`src/logic/bstre_pkg.sv`:
```
package bstre_pkg;

  // ----------------------------------------------------------------
  // Widths
  // ----------------------------------------------------------------
  localparam int DATA_W    = 8;
  localparam int ROM_W     = 15;
  localparam int ADDR_W    = 12;
  localparam int PAGE_W    = ADDR_W - DATA_W;
  localparam int HIGH_W    = ROM_W - DATA_W;
  localparam int RAM_AW    = 8;
  localparam int BITSEL_W  = 3;

  // ----------------------------------------------------------------
  // Reset values, last page and cycle counts
  // ----------------------------------------------------------------
  localparam logic [HIGH_W-1:0] HIGH_RESET   = 7'h00;
  localparam logic [PAGE_W-1:0] LAST_PAGE    = 4'hF;
  localparam int                SKIP_CYCLES  = 2;
  localparam int                PLAIN_CYCLES = 1;

  // ----------------------------------------------------------------
  // Instruction selection
  // ----------------------------------------------------------------
  typedef enum logic [1:0] {
    BSTRE_OP_SKIP_BIT_CLEAR,
    BSTRE_OP_TABLE_READ_CURRENT,
    BSTRE_OP_TABLE_READ_LAST,
    BSTRE_OP_OTHER
  } bstre_op_type;

  typedef struct packed {
    logic                valid;
    bstre_op_type        op;
    logic [RAM_AW-1:0]   addr;
    logic [BITSEL_W-1:0] bitSel;
  } bstre_instr_type;

  typedef struct packed {
    logic              en;
    logic [RAM_AW-1:0] addr;
    logic [DATA_W-1:0] data;
  } bstre_ram_write_type;

endpackage : bstre_pkg

```
`src/logic/bstre_exec.sv`:
```
`timescale 1ns/1ps
// Notes on behaviour
// RULE1 - Skip test reads the chosen bit of the addressed byte; skips on zero.
// RULE2 - Taken skip flushes the prefetched instruction and adds a dummy cycle.
// RULE3 - Bit set: carry on sequentially, nothing flushed, one cycle.
// RULE4 - Current-page read: present page plus pointer; low byte to memory.
// RULE5 - Last-page read: final page plus pointer; low byte to memory.
// RULE6 - Both table reads load the word's upper part into the high-byte latch.
// RULE7 - None of the three instructions touches any status flag.
module bstre_exec (
  input  wire logic                           clk_sys,
  input  wire logic                           resetn,
  input  wire bstre_pkg::bstre_instr_type     instr,
  input  wire logic [bstre_pkg::DATA_W-1:0]   ramReadData,
  input  wire logic [bstre_pkg::ADDR_W-1:0]   progCounter,
  input  wire logic [bstre_pkg::DATA_W-1:0]   table_pointer,
  input  wire logic [bstre_pkg::ROM_W-1:0]    romData,
  output logic [bstre_pkg::ADDR_W-1:0]        romAddr,
  output logic                                romReq,
  output bstre_pkg::bstre_ram_write_type      ramWrite,
  output logic [bstre_pkg::HIGH_W-1:0]        table_high_byte_latch,
  output logic                                flushPrefetch,
  output logic                                dummyCycle,
  output logic                                busy,
  output logic                                flagWriteEn
);

  // ----------------------------------------------------------------
  // State
  // ----------------------------------------------------------------
  typedef enum logic [1:0] {IDLE, DUMMY, TABLE} bstre_state_type;

  bstre_state_type   state;
  bstre_state_type   next_state;
  logic              bitClear;
  logic              isSkip;
  logic              isRead;
  logic [bstre_pkg::RAM_AW-1:0] destAddr;

  function automatic logic [bstre_pkg::ADDR_W-1:0] table_addr(
    input logic [bstre_pkg::PAGE_W-1:0] page,
    input logic [bstre_pkg::DATA_W-1:0] ptr
  );
    table_addr = {page, ptr};
  endfunction : table_addr

  // Instruction is ignored while a dummy or table cycle is in flight
  assign isSkip = instr.valid && (state == IDLE)
    && (instr.op == bstre_pkg::BSTRE_OP_SKIP_BIT_CLEAR);
  assign isRead = instr.valid && (state == IDLE)
    && ((instr.op == bstre_pkg::BSTRE_OP_TABLE_READ_CURRENT)
    || (instr.op == bstre_pkg::BSTRE_OP_TABLE_READ_LAST));
  assign bitClear = ~ramReadData[instr.bitSel]; // RULE1

  always_comb begin
    next_state = state;
    unique case (state)
      IDLE: begin
        if (isSkip && bitClear) begin
          next_state = DUMMY; // RULE2
        end else if (isRead) begin
          next_state = TABLE;
        end
      end
      DUMMY: next_state = IDLE;
      TABLE: next_state = IDLE;
      // The fourth code of the state word is unused
      default: next_state = IDLE;
    endcase
  end

  always_ff @(posedge clk_sys) begin
    if (!resetn) begin
      state <= IDLE;
    end else begin
      state <= next_state;
    end
  end

  // ----------------------------------------------------------------
  // Skip handling
  // ----------------------------------------------------------------
  // Flush is combinational so the fetch unit drops the word this cycle;
  // a set bit leaves both low and the instruction ends in one cycle.
  assign flushPrefetch = isSkip && bitClear; // RULE2 RULE3
  assign dummyCycle    = (state == DUMMY); // RULE2
  assign busy          = (state != IDLE);
  assign flagWriteEn   = 1'b0; // RULE7

  // ----------------------------------------------------------------
  // Table read
  // ----------------------------------------------------------------
  always_comb begin
    romReq  = isRead;
    romAddr = '0;
    if (isRead) begin
      if (instr.op == bstre_pkg::BSTRE_OP_TABLE_READ_LAST) begin
        romAddr = table_addr(bstre_pkg::LAST_PAGE, table_pointer); // RULE5
      end else begin
        romAddr = table_addr(
          progCounter[bstre_pkg::ADDR_W-1:bstre_pkg::DATA_W],
          table_pointer); // RULE4
      end
    end
  end

  // Destination is held because the ROM answers one cycle later
  always_ff @(posedge clk_sys) begin
    if (!resetn) begin
      destAddr <= '0;
    end else if (isRead) begin
      destAddr <= instr.addr;
    end
  end

  always_ff @(posedge clk_sys) begin
    if (!resetn) begin
      ramWrite <= '0;
    end else begin
      ramWrite.en   <= (state == TABLE);
      ramWrite.addr <= destAddr;
      ramWrite.data <= romData[bstre_pkg::DATA_W-1:0]; // RULE4 RULE5
    end
  end

  always_ff @(posedge clk_sys) begin
    if (!resetn) begin
      table_high_byte_latch <= bstre_pkg::HIGH_RESET;
    end else if (state == TABLE) begin
      table_high_byte_latch <=
        romData[bstre_pkg::ROM_W-1:bstre_pkg::DATA_W]; // RULE6
    end
  end

endmodule : bstre_exec

```
`config.mk`:
```
export PLATFORM = sky130hd
export DESIGN_NAME = bstre_exec
export DESIGN_NICKNAME = d
export VERILOG_FILES = /design/src/logic/bstre_pkg.sv /design/src/logic/bstre_exec.sv
export SDC_FILE = /design/constraint.sdc
export NUM_CORES = 1
export LEC_CHECK = 0
export ABC_CLOCK_PERIOD_IN_PS = 1100
export BUFFER_PORTS_ARGS = -buffer_cell sky130_fd_sc_hd__buf_2
export CORE_MARGIN = 2
export CORE_UTILIZATION = 35
export DETAILED_ROUTE_END_ITERATION = 10
export MAX_ROUTING_LAYER = met4
export PLACE_DENSITY_LB_ADDON = 0.3
export SLEW_MARGIN = 15
export SYNTH_ARGS = -nofsm -noshare
export SYNTH_HDL_FRONTEND = slang
export SYNTH_SLANG_ARGS = --single-unit
```
`constraint.sdc`:
```
create_clock -name clk_sys -period 1.1 [get_ports clk_sys]
set_input_delay 0 -clock clk_sys [delete_from_list [all_inputs] [get_ports clk_sys]]
set_output_delay 0 -clock clk_sys [all_outputs]
set_load 0.05 [all_outputs]
```
==> results by group, run 1 <==
Run status
  – Outcome: finished with violations
  – Failing checks: negative setup slack

Synth
  – Post-Syn Nets: 182
  – Sequential area share after synthesis: 51.32%
  – Main synth FF type: dfxtp_1
  – Gate Count Post-Synth: 121
  – YS warnings: 0
  – Synth async-reset ratio: 0%
  – Avg Cell Area, Syn: 10.96 sq um
  – Post-synth EDFFs: 0
  – Mapped cell area: about 1300 sq um
  – Yosys reg bits: 34
  – Synth cell types: 19

Timing
  – # setup viols final: 25
  – Fin. Hold Viols: 0
  – Crit path setup slack, layout: -0.2734 ns
  – Min Tclk post-route: 1.373 ns
  – Fin Hold WS: 0.1230 ns
  – Fmax achieved: between 700 and 800 MHz
  – Fin Clk Skew: 0.003913 ns
  – Fin crit share: 124.9%
  – Final Max Slew Viols: 0
  – RSZ-0062 raised after global routing: yes

Clock network
  – CTS buffer count: 5
  – Clk_lat worst skew: ~0.28 ns
  – CTS tree: built
  – CTS max path bufs: 2
  – Clk sinks: 34
  – Clk slew on worst S/H paths: 0.07 ns
  – Root buffer cell: clkbuf_8
  – H-tree Lvls: 2

Power
  – Leak: approximately 1.2 nW
  – PD cells: 1237 nW/um^2
  – Clock share of power: around 30%
  – Sw frac: 28.86%
  – Int Pwr: 2.210 mW
  – Combinational power share: 28.3%
  – Net Switching: 0.8965 mW
  – Worst IR Drop VDD: 954.8 uV
  – Reg power frac: 42.1%

Placement
  – Port Buffers: 90
  – Setup Slack @ Placement: -0.1491 ns
  – Placed cell areas: 1922 sq um
  – RePlAce Congestion: 0.7274
  – Detail Placement HPWL: 2.235 mm

Finish
  – Share of cells above drive strength 1: a little over half
  – Nets: 309
  – Layout area overhead: 89.43%
  – Finished Core Util: 68.63%
  – Post-route cell area: 2512 sq um

Route
  – Initial DRC Count: 31
  – Vias per inst: 4.282
  – Drt drc: 0
  – Final antenna-violating net count: 0
  – Via count: 1276
  – DR WL/cell: 11.91 microns
  – Detailed-route wire length: between 3 and 4 mm
  – DRT Pass-1 Iters: 5

Worst hold path
  – Hold WC Path Type: in -> reg

Setup path
  – Reg2reg setup slack: -0.17 ns
  – Crit-path max FO: 7
  – Setup crit start kind: flop
  – Worst EP arrival: ~1.4 ns
  – WP data required: 1.10 ns
  – Kind of critical path: reg -> out
  – Worst setup EP type: primary output

Floorplanning
  – Die area: 4297 sq um
  – Core outline area: about 3700 sq um
  – Die Height: 65.56 microns
  – Rows: 22
  – Initial Utilization: a little over a third
  – I/O pin total: 100
  – Die Width: 65.56 microns

Global routing
  – Initial antenna violation count: 0
  – Vias in the first global route: roughly 1300
  – Total gr overflow: 0
  – First-pass GRT wire length: between 5 and 6 mm
  – Gr usage total: ~18%
  – Largest net degree at the start of global routing: 22

Job
  – MaxCap Viol Count: 0
[stage by stage]
stage                     setup TNS (ns)  std cells  power, mW
after floorplan                   -1.160        121      1.816
after global placement            -2.176        261      2.000
after detailed placement          -2.648        261      2.008
after CTS                         -4.914        296      3.124
after global routing              -6.603        297      3.249
final                             -5.047        298      3.107
[registers in the layout, indices dropped and copies added, names as in the netlist]
signal                 count
ramWrite                  17
destAddr                   8
table_high_byte_latch      7
state                      2
[kinds of logic after synthesis]
kind of cell	count (synthesis)	share of synthesized area, %
other	1	0.2827
DFF	34	51.32
and+or+nand+nor	48	23.11
adders and majority gates	2	1.886
muxes	20	16.04
AOI/OAI and AO/OA	5	2.736
buffers and inverters	11	4.622
[power groups by stage]
stage	logic (mW)	clock network [mW]	registers, mW
after floorplan	0.349	0	1.47
after global placement	0.666	0	1.33
after detailed placement	0.673	0	1.34
after CTS	0.859	0.957	1.31
after global routing	0.926	1.01	1.31
final	0.878	0.920	1.31
[per-layer routing]
layer  vias up  GRT usage, %  wire length [microns]
met5         -             -                      0
met2        37         32.53                   2060
li1        642             -                      -
met3        10         4.795                    146
met4         0         10.68                     89
met1       587         16.84                   1251
[synth_stat cells (all sizes together) (2+ instances only)]
cell | count | area share [%]
and2 | 26 | 12
nor2b | 17 | 8.0
buf | 5 | 2.9
clkbuf | 3 | 0.85
inv | 3 | 0.85
mux2i | 19 | 14
ha | 2 | 1.9
o21a | 4 | 2.3
dfxtp | 34 | 51
[area by class of cell]
class	count	area, sq um
diodes	1	2.502
clock buffers	7	86.33
clock inverters	1	5.005
fillers	282	1149
inverters	3	11.26
multi-input cells	76	675.6
flip-flops and latches	34	681.9
well taps	48	60.06
repair buffers	128	989.7
[timing repair]
item                                    in CTS  in global routing
pin swaps                                    6                  3
buffers inserted                             3                  1
hold buffers                                24                  0
resized for setup                           58                  6
endpoints found under the setup margin      30                 32
endpoints found under the hold margin       24                  0
[worst paths after layout]
check                      startpoint  cells after the start                               endpoint
max             state[1]$_SDFFE_PP0N_                      4                             romAddr[4]
min                            resetn                      2  table_high_byte_latch[3]$_SDFFE_PN0P_
max reg2reg     state[1]$_SDFFE_PP0N_                      5               destAddr[5]$_SDFFE_PN0N_
min reg2reg  destAddr[7]$_SDFFE_PN0N_                      1                ramWrite[15]$_SDFF_PN0_
[worst max-delay path, stage by stage, from the launching register on]
cell and delay [ns]:
dfxtp_2 0.32, and4bb_4 0.38, buf_6 0.13, and2_4 0.14
buf_8 0.14
[cells in the final DEF, fill, tap and decap left out]
master,n
buf_2,75
dfxtp_1,33
dlygate4sd3_1,24
mux2i_1,19
and2_1,18
nor2b_1,15
buf_8,13
buf_6,9
and2_4,8
clkbuf_8,6
buf_4,5
o21a_4,4
inv_1,3
ha_1,2
buf_12,2
diode_2,1
mux4_2,1
nor2_4,1
and3_4,1
and4bb_4,1
nor2b_2,1
nor2b_4,1
and4_1,1
nand4_1,1
a31oi_4,1
conb_1,1
clkinv_2,1
clkbuf_1,1
dfxtp_2,1
No activity file was read; power rests on OpenSTA's default activity.
==> inputs of run 2 (changes only) <==
==> constraint.sdc (replaced) <==
create_clock -name clk_sys -period 1.1 [get_ports clk_sys]
set_input_delay 0.055 -clock clk_sys [delete_from_list [all_inputs] [get_ports clk_sys]]
set_output_delay 0.055 -clock clk_sys [all_outputs]
set_load 0.05 [all_outputs]
==> results by group, run 2 (same netlist as run 1, synthesis figures left out) <==
Timing
  – Crit path setup slack, layout: -0.3165 ns
  – Fin. Hold Viols: 0
  – RSZ-0062 raised after global routing: yes
  – Min Tclk post-route: around 1.4 ns
  – Fin crit share: 128.8%
  – Setup TNS Final: -7.292 ns
  – Final Max Slew Viols: 0
  – Fmax achieved: 705.9 MHz
  – Fin Clk Skew: between 0.001 and 0.0015 ns
  – # setup viols final: 34

Route
  – Initial DRC Count: 30
  – Vias per inst: 4.281
  – Final antenna-violating net count: 0
  – Via count: between 1000 and 1500
  – Drt drc: 0
  – DRT Pass-1 Iters: 4
  – Detailed-route wire length: 3.247 mm
  – DR WL/cell: 11.39 microns

Floorplanning
  – Die Width: 65.56 microns
  – Initial Utilization: 36.23%
  – Die Height: 65.56 microns
  – Core outline area: about 3700 sq um
  – Die area: 4297 sq um
  – I/O pin total: 100
  – Rows: 22

Setup path
  – Worst Setup SP: state[1]$_SDFFE_PP0N_
  – Critical path buffers and inverters: 2
  – Crit-path max FO: 5
  – R2R Path Start: state[1]$_SDFFE_PP0N_
  – R2r endpoint: destAddr[3]$_SDFFE_PN0N_
  – CP top delay family: simple AND/OR/NAND/NOR gates
  – Kind of critical path: reg -> out
  – Worst setup EP type: primary output
  – Crit path cell chain: and4bb_2 -> buf_6 -> o21a_4 -> buf_8
  – Crit-path max cell delay: 0.35 ns
  – Setup crit start kind: flop
  – Slowest CP cell: and4bb_2
  – Worst EP arrival: about 1.4 ns
  – Reg2reg setup slack: -0.28 ns
  – Reg2reg path depth: 6
  – WP data required: 1.04 ns

Finish
  – Max reg flops: 17
  – Largest Register: ramWrite
  – Ant. Diodes: 0
  – Most frequent cells in the layout: buf_2, dfxtp_1, mux2i_1, and2_1, nor2b_1
  – Nets: 297
  – Post-route cell area: 2377 sq um
  – Commonest non-fill, non-tap cell in the layout: buf_2
  – Biggest regs: ramWrite x17, destAddr x8, table_high_byte_latch x7
  – Share of cells above drive strength 1: 57.38%
  – Layout area overhead: 79.25%

Clock network
  – CTS tree: built
  – Clk slew on worst S/H paths: 0.06 ns
  – Root buffer cell: clkbuf_8
  – CTS buffer count: 5
  – CTS max path bufs: 2
  – Clk sinks: 34
  – Clk_lat worst skew: 0.27 ns
  – H-tree Lvls: 2

Power
  – PD cells: 1289 nW/um^2
  – Worst IR Drop VDD: 954.7 uV
  – Leak: 1.160 nW
  – Pwr Total: 3.065 mW

Run status
  – Failing checks: negative setup slack
  – Outcome: finished with violations

Global routing
  – Largest net degree at the start of global routing: 25
  – Met3 GRT Util: 4.966%
  – Met2 GRT Util: 29.34%
  – First-pass GRT wire length: 5.230 mm
  – Vias in the first global route: 1240
  – Gr busiest metal: met2
  – Met1 usage: 16.03%
  – Total gr overflow: 0
  – Initial antenna violation count: 0
  – Gr usage total: 16.67%

Worst hold path
  – Hold Path Depth: 3
  – Hold WC Path Type: in -> reg
  – Hold_sp: instr[13]
  – Worst Hold End: state[1]$_SDFFE_PP0N_

Job
  – MaxCap Viol Count: 0

Placement
  – RePlAce Congestion: 0.6735
  – Placed cell areas: 1938 sq um
  – Port Buffers: 90
  – Setup Slack @ Placement: -0.2834 ns
  – Detail Placement HPWL: 2.283 mm
-- run 2: cell count changes in the layout (fill, tap and decap cells not counted), sizes merged --
cell         before  now
buf             104  108
dlygate4sd3      24    8
diode             1    0
-- run 2: where the power goes --
part	switching, mW	internal [mW]
clock network	0.407	0.504
registers	0.0188	1.29
logic	0.451	0.395
total	0.876	2.19
-- run 2: repair_timing --
action                     4_1_cts  5_1_grt
gates cloned                     1        0
buffers inserted                 3        2
gates resized for setup         60       10
setup endpoints to repair       31       32
hold buffers                     8        0
pin swaps                        6        5
hold endpoints to repair         8        0
-- run 2: per-stage QoR --
step	hold WS, ns	util, %	std cells
floorplan	0.1823	-	121
global placement	0.2607	52.94	263
detailed placement	0.2643	52.94	263
CTS	0.02529	63.77	283
global route	0.04336	64.94	285
finish	0.03534	64.94	285
-- run 2: layout make-up --
| type | count | area [sq um] |
|---|---|---|
| fillers | 307 | 1284 |
| flip-flops and latches | 34 | 681.9 |
| clock buffers | 7 | 86.33 |
| well taps | 48 | 60.06 |
| inverters | 3 | 11.26 |
| clock inverters | 1 | 5.005 |
| multi-input cells | 76 | 664.4 |
| repair buffers | 116 | 868.3 |
-- run 2: worst reg2reg max path: stages, from the launching register on --
cell	delay, ns
dfxtp_2	0.32
and4bb_2	0.35
buf_6	0.14
buf_6	0.11
buf_12	0.11
mux2i_1	0.18
nor2b_1	0.07
-- run 2: how the worst max path moves through the flow --
stage	to	slack (ns)	cells after the start
3_3_place_gp	romAddr[3]	-0.20	7
4_1_cts	romAddr[11]	-0.32	4
6_report	romAddr[10]	-0.32	4
3_5_place_dp	destAddr[3]$_SDFFE_PN0N_	-0.28	8
2_1_floorplan	romAddr[1]	-0.16	4
5_1_grt	romAddr[6]	-0.37	4
-- run 2: layer usage --
metal	vias up	part of all wire, %
li1	621	-
met4	0	3.8
met5	-	0
met1	551	36
met3	12	4.7
met2	36	56
